### src/core/jtag_tap_pkg.sv
// Shared constants, opcodes, states and state records of the boundary scan test port.
package jtag_tap_pkg;

	// ----------------------------------------------------------------
	// Widths and sizes
	// ----------------------------------------------------------------
	localparam int IR_W         = 8;
	localparam int ID_W         = 32;
	localparam int IO_COUNT     = 4;
	localparam int CELLS_PER_IO = 3;
	localparam int BSR_W        = IO_COUNT * CELLS_PER_IO;

	// Position of each cell inside the group of three that one pin owns.
	localparam int CELL_IN  = 0;
	localparam int CELL_OUT = 1;
	localparam int CELL_OE  = 2;

	// Consecutive high samples of the mode pin that always reach reset.
	localparam logic [2:0] TMS_RESET_CYCLES = 3'h5;

	// ----------------------------------------------------------------
	// Instruction opcodes
	// ----------------------------------------------------------------
	localparam logic [IR_W-1:0] OP_EXTEST   = 8'h00;
	localparam logic [IR_W-1:0] OP_SAMPLE   = 8'h01;
	localparam logic [IR_W-1:0] OP_CLAMP    = 8'h05;
	localparam logic [IR_W-1:0] OP_HIGHZ    = 8'h07;
	localparam logic [IR_W-1:0] OP_USERCODE = 8'h0e;
	localparam logic [IR_W-1:0] OP_IDCODE   = 8'h0f;
	localparam logic [IR_W-1:0] OP_BYPASS   = 8'hff;

	// Pattern loaded into the instruction shifter on capture.
	localparam logic [IR_W-1:0] IR_CAPTURE  = 8'h01;
	// Fixed least significant bit of the identification word.
	localparam logic            ID_FIXED_LSB = 1'h1;

	// ----------------------------------------------------------------
	// Types
	// ----------------------------------------------------------------
	typedef enum logic [3:0] {
		TLR    = 4'b1111, RTI    = 4'b1100, SEL_DR = 4'b0111, CAP_DR = 4'b0110,
		SH_DR  = 4'b0010, EX1_DR = 4'b0001, PA_DR  = 4'b0011, EX2_DR = 4'b0000,
		UP_DR  = 4'b0101, SEL_IR = 4'b0100, CAP_IR = 4'b1110, SH_IR  = 4'b1010,
		EX1_IR = 4'b1001, PA_IR  = 4'b1011, EX2_IR = 4'b1000, UP_IR  = 4'b1101
	} tap_state_t;

	typedef enum logic [1:0] {
		DR_BYPASS = 2'b00,
		DR_ID     = 2'b01,
		DR_BSR    = 2'b10
	} dr_sel_t;

	typedef struct packed {
		logic tck;
		logic tms;
		logic tdi;
		logic trst_n;
	} jtag_pins_t;

	typedef struct packed {
		tap_state_t          state;
		logic                tck_d;
		logic [IR_W-1:0]     ir_sr;
		logic [IR_W-1:0]     ir;
		logic                bypass;
		logic [ID_W-1:0]     id_sr;
		logic                tdo;
		logic                tdo_oe;
		logic                io_en;
		logic [IO_COUNT-1:0] pad_out;
		logic [IO_COUNT-1:0] pad_oe;
		logic [IO_COUNT-1:0] core_in;
	} tap_regs_t;

	typedef struct packed {
		logic [BSR_W-1:0] sr;
		logic [BSR_W-1:0] upd;
	} bsr_regs_t;

endpackage

### src/core/jtag_pin_sync.sv
// Two-stage synchroniser for levels that arrive from pins.
`timescale 1ns/1ns
module jtag_pin_sync #(
	parameter int              WIDTH     = 1,
	parameter logic [WIDTH-1:0] RESET_VAL = '0
) (
	// Clock and reset.
	input  wire logic             ref_clk_i,
	input  wire logic             rst_n_i,
	// Levels.
	input  wire logic [WIDTH-1:0] async_i,
	output logic      [WIDTH-1:0] sync_o
);

	// Stage 0 is read only by stage 1, so metastability cannot leak into logic.
	logic [1:0][WIDTH-1:0] stage_r;
	logic [1:0][WIDTH-1:0] stage_nxt;

	always_comb begin
		stage_nxt    = stage_r;
		stage_nxt[0] = async_i;
		stage_nxt[1] = stage_r[0];
	end

	always_ff @(posedge ref_clk_i) begin
		if (!rst_n_i) begin
			stage_r <= {RESET_VAL, RESET_VAL};
		end else begin
			stage_r <= stage_nxt;
		end
	end

	assign sync_o = stage_r[1];

endmodule

### src/core/jtag_bsr_chain.sv
// Boundary scan chain: serial shifter and parallel update latches, three cells per pin.
`timescale 1ns/1ns
module jtag_bsr_chain (
	// Clock and reset.
	input  wire logic                        ref_clk_i,
	input  wire logic                        rst_n_i,
	// Strobes from the controller, one reference cycle each.
	input  wire logic                        capture_i,
	input  wire logic                        shift_i,
	input  wire logic                        update_i,
	// Serial and parallel data.
	input  wire logic                        tdi_i,
	input  wire logic [jtag_tap_pkg::BSR_W-1:0] par_in_i,
	output logic                             so_o,
	output logic      [jtag_tap_pkg::BSR_W-1:0] par_out_o
);
	import jtag_tap_pkg::*;

	bsr_regs_t st_r;
	bsr_regs_t st_nxt;

	// Capture loads every cell at once; shift moves toward cell 0 which feeds TDO.
	always_comb begin
		st_nxt = st_r;
		if (capture_i) begin
			st_nxt.sr = par_in_i;
		end else if (shift_i) begin
			st_nxt.sr = {tdi_i, st_r.sr[BSR_W-1:1]};
		end
		if (update_i) begin
			st_nxt.upd = st_r.sr;
		end
	end

	always_ff @(posedge ref_clk_i) begin
		if (!rst_n_i) begin
			st_r <= '0;
		end else begin
			st_r <= st_nxt;
		end
	end

	assign so_o      = st_r.sr[0];
	assign par_out_o = st_r.upd;

endmodule

### src/core/jtag_tap.sv
// Test access port: controller, instruction decode, data registers and pin gating.
//
// Behaviour
// - Sixteen-state controller stepped by TMS on TCK rise.
// - Power-up reset enters Test-Logic-Reset without TCK.
// - Five TMS-high TCK cycles always reach reset.
// - Low TRST forces reset regardless of TCK.
// - Register strobes derive from TMS and TCK.
// - Decode EXTEST 00, SAMPLE 01, BYPASS FF.
// - Decode IDCODE 0F, USERCODE 0E, HIGHZ 07, CLAMP 05.
// - Data registers: bypass, identification, boundary scan.
// - Bypass sits in path when nothing else selected.
// - Identification register: 32 bits, four fields.
// - Three boundary cells per pin.
// - Boundary cells form one TDI-to-TDO chain.
// - Cells capture pins and drive pins from update.
// - Unprogrammed device keeps all user pins disabled.
// - SAMPLE never enables inputs while unprogrammed.
`timescale 1ns/1ns
module jtag_tap #(
	parameter logic [3:0]  ID_VERSION = 4'h1,      // Arbitrary value.
	parameter logic [15:0] ID_PART    = 16'h0001,  // Arbitrary value.
	parameter logic [10:0] ID_MAKER   = 11'h001,   // Arbitrary value.
	parameter logic [31:0] USERCODE   = 32'h0000_0000
) (
	// Clock and reset.
	input  wire logic                             ref_clk_i,
	input  wire logic                             rst_n_i,
	// Test port pins.
	input  wire logic                             tck_i,
	input  wire logic                             tms_i,
	input  wire logic                             tdi_i,
	input  wire logic                             trst_n_i,
	output logic                                  tdo_o,
	output logic                                  tdo_oe_o,
	// Device state.
	input  wire logic                             programmed_i,
	output logic                                  io_en_o,
	// Core side of the user pins.
	input  wire logic [jtag_tap_pkg::IO_COUNT-1:0] core_out_i,
	input  wire logic [jtag_tap_pkg::IO_COUNT-1:0] core_oe_i,
	output logic      [jtag_tap_pkg::IO_COUNT-1:0] core_in_o,
	// Pad side of the user pins.
	input  wire logic [jtag_tap_pkg::IO_COUNT-1:0] pad_in_i,
	output logic      [jtag_tap_pkg::IO_COUNT-1:0] pad_out_o,
	output logic      [jtag_tap_pkg::IO_COUNT-1:0] pad_oe_o
);
	import jtag_tap_pkg::*;

	// ----------------------------------------------------------------
	// Functions
	// ----------------------------------------------------------------

	// Controller transition on one TCK rise.
	function automatic tap_state_t tap_next(input tap_state_t s, input logic tms);
		tap_state_t n;
		n = s;
		unique case (s)
			TLR:    n = tms ? TLR    : RTI;
			RTI:    n = tms ? SEL_DR : RTI;
			SEL_DR: n = tms ? SEL_IR : CAP_DR;
			CAP_DR: n = tms ? EX1_DR : SH_DR;
			SH_DR:  n = tms ? EX1_DR : SH_DR;
			EX1_DR: n = tms ? UP_DR  : PA_DR;
			PA_DR:  n = tms ? EX2_DR : PA_DR;
			EX2_DR: n = tms ? UP_DR  : SH_DR;
			UP_DR:  n = tms ? SEL_DR : RTI;
			SEL_IR: n = tms ? TLR    : CAP_IR;
			CAP_IR: n = tms ? EX1_IR : SH_IR;
			SH_IR:  n = tms ? EX1_IR : SH_IR;
			EX1_IR: n = tms ? UP_IR  : PA_IR;
			PA_IR:  n = tms ? EX2_IR : PA_IR;
			EX2_IR: n = tms ? UP_IR  : SH_IR;
			UP_IR:  n = tms ? SEL_DR : RTI;
		endcase
		return n;
	endfunction

	// Data register that an instruction places between TDI and TDO.
	function automatic dr_sel_t dr_select(input logic [IR_W-1:0] ir);
		dr_sel_t d;
		d = DR_BYPASS;
		if (ir == OP_EXTEST || ir == OP_SAMPLE) begin
			d = DR_BSR;
		end else if (ir == OP_IDCODE || ir == OP_USERCODE) begin
			d = DR_ID;
		end
		return d;
	endfunction

	// ----------------------------------------------------------------
	// Pin synchronisers and TCK edges
	// ----------------------------------------------------------------
	localparam jtag_pins_t PINS_RESET = '{tck: 1'b0, tms: 1'b1, tdi: 1'b1, trst_n: 1'b0};
	localparam logic [ID_W-1:0] ID_WORD = {ID_VERSION, ID_PART, ID_MAKER, ID_FIXED_LSB};

	jtag_pins_t          pins_raw;
	jtag_pins_t          pins;
	logic [IO_COUNT-1:0] pad_in_s;
	tap_regs_t           st_r;
	tap_regs_t           st_nxt;
	logic                tck_rise;
	logic                tck_fall;
	dr_sel_t             dr_sel;
	logic                bsr_so;
	logic [BSR_W-1:0]    bsr_par_in;
	logic [BSR_W-1:0]    bsr_upd;
	logic                bsr_capture;
	logic                bsr_shift;
	logic                bsr_update;
	logic                drive_from_bsr;

	assign pins_raw = '{tck: tck_i, tms: tms_i, tdi: tdi_i, trst_n: trst_n_i};

	jtag_pin_sync #(
		.WIDTH     ($bits(jtag_pins_t)),
		.RESET_VAL (PINS_RESET)
	) u_pin_sync (
		.ref_clk_i (ref_clk_i),
		.rst_n_i   (rst_n_i),
		.async_i   (pins_raw),
		.sync_o    (pins)
	);

	jtag_pin_sync #(
		.WIDTH     (IO_COUNT),
		.RESET_VAL ('0)
	) u_pad_sync (
		.ref_clk_i (ref_clk_i),
		.rst_n_i   (rst_n_i),
		.async_i   (pad_in_i),
		.sync_o    (pad_in_s)
	);

	// TMS and TDI travel with TCK through equal stages, so they are sampled consistently.
	assign tck_rise = pins.tck & ~st_r.tck_d;
	assign tck_fall = ~pins.tck & st_r.tck_d;
	assign dr_sel   = dr_select(st_r.ir);

	// ----------------------------------------------------------------
	// Boundary scan chain
	// ----------------------------------------------------------------

	// Strobes are one reference cycle long, taken at the TCK rise that leaves the state.
	assign bsr_capture = tck_rise && st_r.state == CAP_DR && dr_sel == DR_BSR;
	assign bsr_shift   = tck_rise && st_r.state == SH_DR && dr_sel == DR_BSR;
	assign bsr_update  = tck_rise && st_r.state == UP_DR && dr_sel == DR_BSR;

	// Input cells see the gated input buffer, so an unprogrammed SAMPLE captures zeros.
	always_comb begin
		bsr_par_in = '0;
		for (int k = 0; k < IO_COUNT; k++) begin
			bsr_par_in[k*CELLS_PER_IO+CELL_IN]  = pad_in_s[k] & programmed_i;
			bsr_par_in[k*CELLS_PER_IO+CELL_OUT] = core_out_i[k];
			bsr_par_in[k*CELLS_PER_IO+CELL_OE]  = core_oe_i[k];
		end
	end

	jtag_bsr_chain u_bsr (
		.ref_clk_i (ref_clk_i),
		.rst_n_i   (rst_n_i),
		.capture_i (bsr_capture),
		.shift_i   (bsr_shift),
		.update_i  (bsr_update),
		.tdi_i     (pins.tdi),
		.par_in_i  (bsr_par_in),
		.so_o      (bsr_so),
		.par_out_o (bsr_upd)
	);

	// ----------------------------------------------------------------
	// Controller, instruction and data registers
	// ----------------------------------------------------------------
	assign drive_from_bsr = st_r.ir == OP_EXTEST || st_r.ir == OP_CLAMP;

	always_comb begin
		st_nxt         = st_r;
		st_nxt.tck_d   = pins.tck;
		st_nxt.io_en   = programmed_i;
		if (tck_rise) begin
			st_nxt.state = tap_next(st_r.state, pins.tms);
			case (st_r.state)
				TLR:    st_nxt.ir = OP_IDCODE;
				CAP_IR: st_nxt.ir_sr = IR_CAPTURE;
				SH_IR:  st_nxt.ir_sr = {pins.tdi, st_r.ir_sr[IR_W-1:1]};
				UP_IR:  st_nxt.ir = st_r.ir_sr;
				CAP_DR: begin
					st_nxt.bypass = 1'b0;
					st_nxt.id_sr  = (st_r.ir == OP_USERCODE) ? USERCODE : ID_WORD;
				end
				SH_DR: begin
					st_nxt.bypass = pins.tdi;
					st_nxt.id_sr  = {pins.tdi, st_r.id_sr[ID_W-1:1]};
				end
				default: begin
				end
			endcase
		end
		// TDO moves only on the falling edge, half a TCK after the shift.
		if (tck_fall) begin
			st_nxt.tdo_oe = st_r.state == SH_DR || st_r.state == SH_IR;
			if (st_r.state == SH_IR) begin
				st_nxt.tdo = st_r.ir_sr[0];
			end else begin
				unique case (dr_sel)
					DR_ID:   st_nxt.tdo = st_r.id_sr[0];
					DR_BSR:  st_nxt.tdo = bsr_so;
					default: st_nxt.tdo = st_r.bypass;
				endcase
			end
		end
		// TRST acts on every reference cycle, with or without TCK edges.
		if (!pins.trst_n) begin
			st_nxt.state  = TLR;
			st_nxt.ir     = OP_IDCODE;
			st_nxt.tdo_oe = 1'b0;
		end
		// Pad drive: boundary values under EXTEST or CLAMP, off under HIGHZ.
		for (int k = 0; k < IO_COUNT; k++) begin
			st_nxt.pad_out[k] = drive_from_bsr ? bsr_upd[k*CELLS_PER_IO+CELL_OUT] : core_out_i[k];
			st_nxt.pad_oe[k]  = (drive_from_bsr ? bsr_upd[k*CELLS_PER_IO+CELL_OE] : core_oe_i[k])
				& (st_r.ir != OP_HIGHZ) & programmed_i;
			st_nxt.core_in[k] = pad_in_s[k] & programmed_i;
		end
	end

	// Power-up reset lands in Test-Logic-Reset with no TCK needed.
	always_ff @(posedge ref_clk_i) begin
		if (!rst_n_i) begin
			st_r        <= '0;
			st_r.state  <= TLR;
			st_r.ir     <= OP_IDCODE;
			st_r.ir_sr  <= IR_CAPTURE;
		end else begin
			st_r <= st_nxt;
		end
	end

	assign tdo_o     = st_r.tdo;
	assign tdo_oe_o  = st_r.tdo_oe;
	assign io_en_o   = st_r.io_en;
	assign core_in_o = st_r.core_in;
	assign pad_out_o = st_r.pad_out;
	assign pad_oe_o  = st_r.pad_oe;

	// Helper: consecutive TCK rises seen with TMS high, saturating.
	logic [2:0] tms_hi_cnt_r;
	always_ff @(posedge ref_clk_i) begin
		if (!rst_n_i) begin
			tms_hi_cnt_r <= '0;
		end else if (tck_rise) begin
			if (!pins.tms) begin
				tms_hi_cnt_r <= '0;
			end else if (tms_hi_cnt_r != TMS_RESET_CYCLES) begin
				tms_hi_cnt_r <= tms_hi_cnt_r + 3'h1;
			end
		end
	end

	// Helper: high from the capture rise to the next fall; later falls show TDI data.
	logic cap_pend_r;
	always_ff @(posedge ref_clk_i) begin
		cap_pend_r <= rst_n_i && !tck_fall && (cap_pend_r || (tck_rise && st_r.state == CAP_DR));
	end
endmodule

### config.mk
export PLATFORM = sky130hd
export DESIGN_NAME = jtag_tap
export DESIGN_NICKNAME = d
export VERILOG_FILES = /design/src/core/jtag_tap_pkg.sv /design/src/core/jtag_pin_sync.sv /design/src/core/jtag_bsr_chain.sv /design/src/core/jtag_tap.sv
export SDC_FILE = /design/constraint.sdc
export NUM_CORES = 1
export LEC_CHECK = 0
export ABC_CLOCK_PERIOD_IN_PS = 4700
export BUFFER_PORTS_ARGS = -buffer_cell sky130_fd_sc_hd__buf_2
export CAP_MARGIN = 5
export CORE_ASPECT_RATIO = 0.9
export CORE_MARGIN = 3
export CORE_UTILIZATION = 35
export DETAILED_ROUTE_END_ITERATION = 16
export PLACE_DENSITY = 0.6
export SLEW_MARGIN = 20
export SYNTH_ARGS = -nofsm -noshare
export SYNTH_HDL_FRONTEND = slang
export SYNTH_SLANG_ARGS = --single-unit
### constraint.sdc
create_clock -name ref_clk_i -period 4.7 [get_ports ref_clk_i]
set_input_delay 0.94 -clock ref_clk_i [delete_from_list [all_inputs] [get_ports ref_clk_i]]
set_output_delay 0.94 -clock ref_clk_i [all_outputs]
set_load 0.01 [all_outputs]
## After elaboration in Yosys (flattened, before gate mapping)

Index checks and enable logic that the tools add are counted.

- Register bits: 109
- Bits of input ports: 19
- Output and inout bits: 15
- Logic and storage cells: 110

- Equality and inequality tests: 22
- Mux-type cells: 31
- Bitwise gates (word level): 16
- Reductions and logical operators: 23

Operators with widths:

| kind | count |
|---|---|
| 33-bit case mux with 2 select lines | 1 |
| 4-bit case mux with 12 select lines | 1 |
| 4-bit equality test (second input constant) | 8 |
| 8-bit case mux with 2 select lines | 2 |
| 29-bit 2-to-1 mux | 1 |
| 12-bit 2-to-1 mux | 2 |
| 4-bit by 3-bit equality test with 1-bit output (second input constant) | 4 |
| 8-bit by 4-bit equality test with 1-bit output (second input constant) | 2 |
| 1-bit AND | 14 |
| 2-bit 2-to-1 mux | 7 |
| 3-bit 2-to-1 mux | 4 |
| 1-bit 2-to-1 mux | 11 |
| 4-bit by 2-bit equality test with 1-bit output (second input constant) | 2 |
| 8-bit by 1-bit equality test with 1-bit output (second input constant) | 1 |
| 8-bit by 3-bit equality test with 1-bit output (second input constant) | 1 |
| 8-bit logical NOT | 1 |
| 8-bit by 3-bit != test with 1-bit output (second input constant) | 1 |
| 2-bit AND reduction | 4 |
| 2-bit nonzero test | 4 |
| 1-bit logical AND | 6 |
| 4-bit by 1-bit equality test with 1-bit output (second input constant) | 1 |
| 4-bit logical NOT | 1 |
| 1-bit logical OR | 4 |
| 4-bit 2-to-1 mux | 1 |
| other kinds (6) | 8 |

## Depth between registers and ports, before layout

Gate-level depths: netlist (run 1).

- Depth in word-level cells: 8
- Mapped depth: 8
- Mapped depth without buffers: 4

## By module

Synthesis (run 1) repeated with hierarchy kept, for this count alone.

- Cells, all modules: 439
- Area total of the unflattened synthesis: 4,466.8 um2

By module, submodules not included:

| module | instances | cells an instance | area each (um2) | seq. area each (um2) |
|---|---|---|---|---|
| jtag_tap | 1 | 305 | 2,875.3 | 1,361.3 |
| jtag_bsr_chain | 1 | 102 | 1,171.1 | 480.5 |
| jtag_pin_sync | 2 | 16 | 210.2 | 160.2 |

## Least setup slack after synthesis (run 1)

OpenSTA, ideal clock, no wires.

- Kind: register -> register
- Start: register st_r[52] (netlist name)
- End: register st_r (netlist bit pad_oe_o[0])
- Setup time: 132 ps
- Arrival time: 1,757 ps
- Data required time: 4,568 ps
- Path slack: 2,811 ps
- Cell stages (with the launch flop): 7
- Buffers on the path: 2
- Period minus slack after synthesis: 1,889 ps
- Cells stage by stage: dfxtp_1 -> or4_1 -> buf_2 -> or4_4 -> buf_6 -> mux2i_1 -> nor2_1

- Word-level cells in the longest chain between the ends: 5
- Elaborated cells between the ends (all ways): 7
- Classes of those cells: eq/ne (2); mux (1); bitwise (2); reduce/logical (2)

Ends and longest elaborated chain:

| element | RTL line | text |
|---|---|---|
| start, declared | jtag_tap.sv:100 | `tap_regs_t st_r;` |
| start signal, assigned | jtag_tap.sv:235 | `st_r <= st_nxt;` |
| 8-bit by 3-bit equality test with 1-bit output / 8-bit logical NOT (equally long branches) | jtag_tap.sv:174 | `assign drive_from_bsr = st_r.ir == OP_EXTEST \|\| st_r.ir == OP_CLAMP;` |
| 1-bit logical OR | jtag_tap.sv:174 |  |
| 1-bit 2-to-1 mux | jtag_tap.sv:221 | `st_nxt.pad_oe[k] = (drive_from_bsr ? bsr_upd[k*CELLS_PER_IO+CELL_OE] : core_oe_i[k])` |
| 1-bit AND (*) (2 in series) | jtag_tap.sv:222 | `& (st_r.ir != OP_HIGHZ) & programmed_i;` |

Mark *: on every way between the ends. The rest lies on a longest branch, timed or not.
A chain may end at the register's enable or synchronous reset.

## Worst setup path in the final report (run 1)

- Start: register st_r[68] (netlist name)
- End: register st_r[38] (netlist name)

- Word-level cells in the longest chain between the ends: 3
- Elaborated cells between the ends (all ways): 5
- Classes of those cells: eq/ne (2); mux (1); reduce/logical (2)

Ends and longest elaborated chain:

| element | RTL line | text |
|---|---|---|
| 4-bit by 2-bit equality test with 1-bit output / 4-bit by 3-bit equality test with 1-bit output (equally long branches) | jtag_tap.sv:182 | `case (st_r.state)` |
| 2-bit nonzero test (no line) | - |  |
| 2-bit AND reduction (no line) | - |  |

Parallel ways exist; a longest one is shown, timed or not.

==> results.toml, run 1 <==
[clock_tree]
cts-resized-gates = 0
ctsHtreeMaxLevel = 3
cts_tree = "yes"
clk_latency_ns = 0.34
clock_path_buffers = 2
cts_made_buffers = 9
cts_setup_buffers = 0
cts_sinks = 104
path_clk_slew_ns = 0.06
ctsHoldBuffers = 0
cts_root_buf = "clkbuf_16"

[worst_setup_path]
reg2reg_from = "st_r[68]"
worstSetupStartpointType = "flip-flop"
worst-setup-path-type = "flip-flop to flip-flop"
ff2ff_path_depth = 4
arrival_ns = 2.53
crit_required_ns = 4.98
r2r_slack_ns = 2.45
r2r_end = "st_r[38]"
crit_fanout = 27
end_kind = "flip-flop"

[timing]
hold_violations = 0
fin_crit_ns = 2.25
max_freq_mhz = 444
finalCritPeriodShare = 0.480
tns_ns = 0
rsz0062_at_grt = "false"
skew_ns = 0.00784
whs_ns = 0.409
drv_slew = 0
setup_viol = 0
worst_pin_slew_ns = 0.993
relSlewSlack = 0.336

[pwr]
intPower_uw = 1320
p_sw_frac = 0.206
max-vdd-ir-drop_mv = 0.196
power_frac_seq = 0.537
p_clk_frac = 0.433
p_leak_uw = 0.00190
power_switching_uw = 344
pwr-share-comb = 0.030
p_per_area_mw_per_mm2 = 370
power_uw = 1670

[finish]
num_antenna_cells = 0
area_delta_synth_final_pct = 11.1
final_core_util = 0.407
finalNonFillerCells = 585
nFillCells = 1160
drive_gt1_frac = 0.127
layout.nets = 448

[synthesis]
syn_area_sq_mm = 0.00406
synth_warnings = 0
synth_area_per_cell_sq_um = 9.56
syn-instance-count = 425
syn_nets = 444
synth_cell_types = 45
ys_seq_elements = 104
seq_area_frac_synth = 0.512

[drt]
ant_nets = 0
wirelength_mm = 7.97
wl_per_cell_um = 13.6
drt_iter0_markers = 137
vias = 2907
first_pass_iters = 5
viasPerCell = 4.97
drcViolationCount = 0

[worst_hold_path]
hold_path_end = "u_pin_sync.sync_o[1]"
min-delay-start = "u_pin_sync.stage_nxt[5]"
hold_class = "flip-flop to flip-flop"
whs_path_depth = 1

[grt]
track_usage = 0.129
antenna_found_initial = 0
top_usage_layer = "met2"
grt_pass1_wl_mm = 13.4
met1_usage = 0.172
grt_max_degree = 66
use_met3 = 0.0507
grt_overflow_total = 0
grt_pass1_vias = 2761
use_met2 = 0.188

[outcome]
outcome = "complete, no violations"

[floorplanning]
fp.dieW_um = 120
ioPinCount = 34
start_util = 0.367
core_region_area_sq_mm = 0.0111
rows = 36
die-area_sq_mm = 0.0129
fp.dieH_um = 108

[place]
placedCellCount = 569
io_buffers = 33
post-dp-hpwl_mm = 5.31
routabilityCongestion = 0.761

[run]
cap_violations = 0
[registers in the layout (all words and copies together), names as in the netlist]
register and flops:
u_pad_sync.stage_nxt 4, io_en_o 1, core_in_o 4, pad_out_o 4, u_bsr.par_out_o 8, pad_oe_o 4
st_r 53, tdo_o 1, u_bsr.so_o 1, tdo_oe_o 1, u_pin_sync.stage_nxt 4, u_pad_sync.sync_o 4
u_pin_sync.sync_o 4, u_bsr.st_r 11
[cell families after synthesis]
group	after synthesis	synth area share
AO/OA/AOI/OAI	94	0.164
flip-flops	104	0.512
AND/OR/NAND/NOR	165	0.226
XOR/XNOR	1	0.00216
multiplexers	15	0.0370
buffers and inverters	46	0.0582
[power by group through the flow]
| stage | Sequential [uW] | Clock [uW] | Combinational [uW] |
|---|---|---|---|
| floorplan | 915 | 0 | 35.6 |
| global placement | 915 | 0 | 50.9 |
| detailed placement | 916 | 0 | 51.3 |
| CTS | 895 | 747 | 51.2 |
| global route | 896 | 783 | 56.5 |
| finish | 896 | 723 | 50.7 |
[cell type report]
type | count | area (sq um) | share of cell area
timing repair buffer | 36 | 194 | 0.0430
sequential | 104 | 2080 | 0.461
tap | 152 | 190 | 0.0421
clock buffer | 10 | 229 | 0.0507
multi-input combinational | 275 | 1750 | 0.388
clock inverter | 5 | 57.6 | 0.0127
inverter | 3 | 11.3 | 0.00249
[critical path: stages, from the launching register on]
cell	delay (ns)
dfxtp_1	0.45
or3b_1	0.60
nor3_4	0.81
a22oi_1	0.16
nor2b_1	0.16
[layer usage]
metal | wire length [um] | part of all wire | vias up
met5 | 0 | 0 | -
met4 | 130 | 0.016 | 0
met3 | 353 | 0.044 | 11
met2 | 3350 | 0.42 | 46
met1 | 4140 | 0.52 | 1367
li1 | - | - | 1483
[synthesized netlist by cell type]
master,n,area (sq um)
nor2_1,14,52.6
nand3b_1,6,45.0
a22oi_1,32,240
a211oi_1,1,7.51
nand3_1,22,110
buf_2,9,45.0
and3b_1,1,8.76
xor2_1,1,8.76
nor4_4,1,21.3
nor2b_1,35,219
buf_6,1,11.3
a21o_2,1,8.76
nor3_1,3,15.0
and2_1,15,93.8
a21oi_1,9,45.0
or4_1,1,7.51
o211ai_1,2,15.0
nor3_2,1,10.0
o31ai_1,1,7.51
a21boi_0,8,60.1
nand2_1,38,143
or2_2,1,6.26
and4_1,1,8.76
dfxtp_1,104,2080
o21ai_0,19,95.1
and4bb_1,1,12.5
nand2b_1,10,62.6
buf_1,1,3.75
buf_4,12,90.1
a221oi_1,2,17.5
o211a_1,12,120
clkbuf_1,20,75.1
nor3b_1,2,15.0
and3_1,6,37.5
nor4_1,2,12.5
o21a_1,1,7.51
o22ai_1,4,25.0
mux2i_1,15,150
a21o_1,1,7.51
inv_1,3,11.3
nand4_1,2,12.5
a32oi_1,1,8.76
or4_4,1,11.3
or3b_1,1,8.76
or3_1,1,6.26
[placed cells by master, fill, tap and decap left out, drive strengths merged, types with 2 or more instances in the layout]
master    n
nand3    22
clkinv    3
a21o      2
o211ai    2
and2     15
a221oi    2
clkbuf   11
nand2    38
mux2i    15
or4       2
nor4      3
and3      6
o211a    12
a21oi     9
nor3      4
nor2     14
inv       4
a21boi    8
o22ai     4
nand3b    6
nand4     2
a22oi    32
o21ai    19
buf      35
nor2b    35
dfxtp   104
nand2b   10
nor3b     2
[through the flow]
stage | cell area (sq um) | worst slack, ns
floorplan | 4060 | 2.81
global placement | 4210 | 2.26
detailed placement | 4210 | 2.20
CTS | 4500 | 2.25
global route | 4510 | 2.26
finish | 4510 | 2.45
[worst max path at each step]
| stage | cells after the start | slack [ns] | start | endpoint |
|---|---|---|---|---|
| 6_report | 4 | 2.45 | st_r[68] | st_r[38] |
| 5_1_grt | 4 | 2.26 | st_r[68] | st_r[45] |
| 4_1_cts | 4 | 2.25 | st_r[52] | u_bsr.st_r[18] |
| 3_5_place_dp | 5 | 2.20 | rst_n_i | pad_oe_o[1] |
| 3_3_place_gp | 5 | 2.26 | rst_n_i | pad_oe_o[3] |
| 2_1_floorplan | 6 | 2.81 | st_r[52] | pad_oe_o[0] |
Power figures use the tool's default switching activity.
==> run 2: changes to the inputs <==
--- a/config.mk
+++ b/config.mk
@@ -5,7 +5,8 @@
 export SDC_FILE = /design/constraint.sdc
 export NUM_CORES = 1
 export LEC_CHECK = 0
-export ABC_CLOCK_PERIOD_IN_PS = 4700
+export ABC_AREA = 1
+export ABC_CLOCK_PERIOD_IN_PS = 2100
 export BUFFER_PORTS_ARGS = -buffer_cell sky130_fd_sc_hd__buf_2
 export CAP_MARGIN = 5
 export CORE_ASPECT_RATIO = 0.9
==> constraint.sdc (replaced) <==
create_clock -name ref_clk_i -period 2.1 [get_ports ref_clk_i]
set_input_delay 0.42 -clock ref_clk_i [delete_from_list [all_inputs] [get_ports ref_clk_i]]
set_output_delay 0.42 -clock ref_clk_i [all_outputs]
set_load 0.01 [all_outputs]
==> run 2 against run 1 <==
Compared with the run above: maximum frequency is 27% higher; cell count is 12% higher; combinational power is 140% higher; clock skew is 0.0015 ns higher; sequential share of layout area is 1.1 points lower; core utilization is 0.61 points lower; non-clock buffer count is 6 higher.
==> results.toml, run 2 <==
[worst_setup_path]
worst-setup-path-type = "flip-flop to flip-flop"
crit_fanout = 20
worstSetupStartpointType = "flip-flop"
crit_family = "simple AND/OR/NAND/NOR gates"
end_kind = "flip-flop"
crit_path_top_delay_cell = "dfxtp_1"
crit_required_ns = 2.36
critical_path_depth = 6
cpPeakStageDelay_ns = 0.60
critPathBufInv = 0
arrival_ns = 2.04
crit_chain = "nand2_4 > nor2_4 > nand2_4 > nor2_4 > nor2_1 > nor3_1"
ff2ff_path_depth = 6

[drt]
vias = 3075
viasPerCell = 4.71
wl_per_cell_um = 12.2
ant_nets = 0
first_pass_iters = 4
drt_iter0_markers = 175
drcViolationCount = 0
wirelength_mm = 7.99

[pwr]
power_uw = 3720
power_switching_uw = 771
pwr-share-comb = 0.033
p_clk_frac = 0.428
p_leak_uw = 0.00199
p_per_area_mw_per_mm2 = 804
power_frac_seq = 0.539
p_sw_frac = 0.207
intPower_uw = 2950
max-vdd-ir-drop_mv = 0.699

[clock_tree]
cts_tree = "yes"
clock_path_buffers = 2
cts_root_buf = "clkbuf_16"
ctsHtreeMaxLevel = 3
cts_made_buffers = 9
cts_sinks = 104
clk_latency_ns = 0.34
ctsHoldBuffers = 0
cts-resized-gates = 0
path_clk_slew_ns = 0.07
cts_setup_buffers = 0

[synthesis]
synthTopCellsByArea = "dfxtp_1 50%, nor2_1 7.6%, a22oi_1 4.9%"
synth_warnings = 0
syn_area_sq_mm = 0.00416
synth-edff-count = 0
ys_seq_elements = 104
synthArstFlopShare = 0
syn-instance-count = 477
synth_top_area_share = 0.500
synth_top_area_cell = "dfxtp_1"
synthTopCellsByCount = "104 x dfxtp_1, 84 x nor2_1, 43 x nand2_1, 40 x inv_1"
post-synth-top-count-cell = "dfxtp_1"
syn_nets = 496
synth_cell_types = 36
seq_area_frac_synth = 0.500
synth_area_per_cell_sq_um = 8.72
ys.flop_type = "dfxtp_1"

[timing]
drv_slew = 0
fin_crit_ns = 1.77
relSlewSlack = 0.588
finalCritPeriodShare = 0.844
setup_viol = 0
hold_violations = 0
whs_ns = 0.253
fin_ws_ns = 0.328
rsz0062_at_grt = "false"
skew_ns = 0.00931
worst_pin_slew_ns = 0.611
max_freq_mhz = 564
tns_ns = 0

[floorplanning]
die-area_sq_mm = 0.0132
core_region_area_sq_mm = 0.0115
fp.dieH_um = 109
fp.dieW_um = 121
ioPinCount = 34
rows = 37
start_util = 0.361

[finish]
layout_commonest_cell = "dfxtp_1"
final_cell_mix = "104 x dfxtp_1, 84 x nor2_1, 43 x nand2_1"
largest_reg_flops = 53
nFillCells = 1129
area_delta_synth_final_pct = 11.2
num_antenna_cells = 0
regMostFlops = "st_r"
drive_gt1_frac = 0.187
final_core_util = 0.401
layout.nets = 514

[worst_hold_path]
whs_path_depth = 2
hold_class = "primary input to flip-flop"

[run]
cap_violations = 0

[grt]
track_usage = 0.128
grt_max_degree = 34
grt_pass1_vias = 2836
grt_pass1_wl_mm = 13.4
antenna_found_initial = 0
grt_overflow_total = 0

[place]
dp_slack_ns = 0.342
routabilityCongestion = 0.804
io_buffers = 33
post-dp-hpwl_mm = 5.67

[outcome]
outcome = "complete, no violations"
[run 2: cell count changes in the layout (fill, tap and decap cells not counted), moves of 7 or more]
cell,previous run,this run
nor2_1,14,84
inv_1,3,40
nor2b_1,35,0
and2_1,15,0
a21oi_1,9,23
nand3_1,22,9
a211oi_2,0,12
nor3_1,3,15
o211a_1,12,0
nand2b_1,10,0
a21boi_0,8,0
o21ai_0,19,27
buf_4,2,9
mux2i_1,15,8
[run 2: cells by family (layout without fill, tap and decap cells)]
family	after synthesis	count (layout)	synth area share
buf+inv	81	101	0.0998
compound gates	108	108	0.176
mux	8	8	0.0192
flops	104	104	0.500
simple gates	176	176	0.205
[run 2: per-layer routing]
metal,vias up,wire [um],track usage
li1,1605,-,-
met1,1415,3920,0.162
met2,43,3630,0.204
met3,12,294,0.0396
met4,0,140,0.0494
met5,-,0,0
[run 2: per-stage QoR]
| step | area, sq um | std cells |
|---|---|---|
| after floorplan | 4160 | 477 |
| after global routing | 4630 | 653 |
| after detailed placement | 4350 | 640 |
| after global placement | 4350 | 640 |
| final | 4630 | 653 |
| after CTS | 4630 | 653 |
[run 2: cell type report]
class                      count  area (sq um)  area share
sequential                   104          2080       0.450
multi-input combinational    292          1660       0.359
timing repair buffer          42           233      0.0503
clock buffer                  10           229      0.0495
tap                          156           195      0.0422
inverter                      46           178      0.0384
clock inverter                 3          46.3      0.0100
[run 2: worst paths after layout]
check | start | end | slack [ns]
setup / recovery | st_r[66] | u_bsr.st_r[21] | 0.33
hold reg to reg | u_pad_sync.stage_nxt[6] | u_pad_sync.sync_o[2] | 0.41
hold / removal | tms_i | u_pin_sync.stage_nxt[6] | 0.25
setup reg to reg | st_r[66] | u_bsr.st_r[21] | 0.33
[run 2: power groups by stage]
| stage | clock network [uW] | registers, uW | logic [uW] |
|---|---|---|---|
| floorplan | 0 | 2050 | 87.6 |
| global placement | 0 | 2050 | 122 |
| detailed placement | 0 | 2050 | 124 |
| CTS | 1640 | 2000 | 124 |
| global route | 1720 | 2010 | 137 |
| finish | 1590 | 2000 | 121 |
[run 2: worst register-to-register path, stage by stage, from the launching register on]
cell,delay [ns]
dfxtp_1,0.60
nand2_4,0.12
nor2_4,0.11
nand2_4,0.14
nor2_4,0.46
nor2_1,0.09
nor3_1,0.18
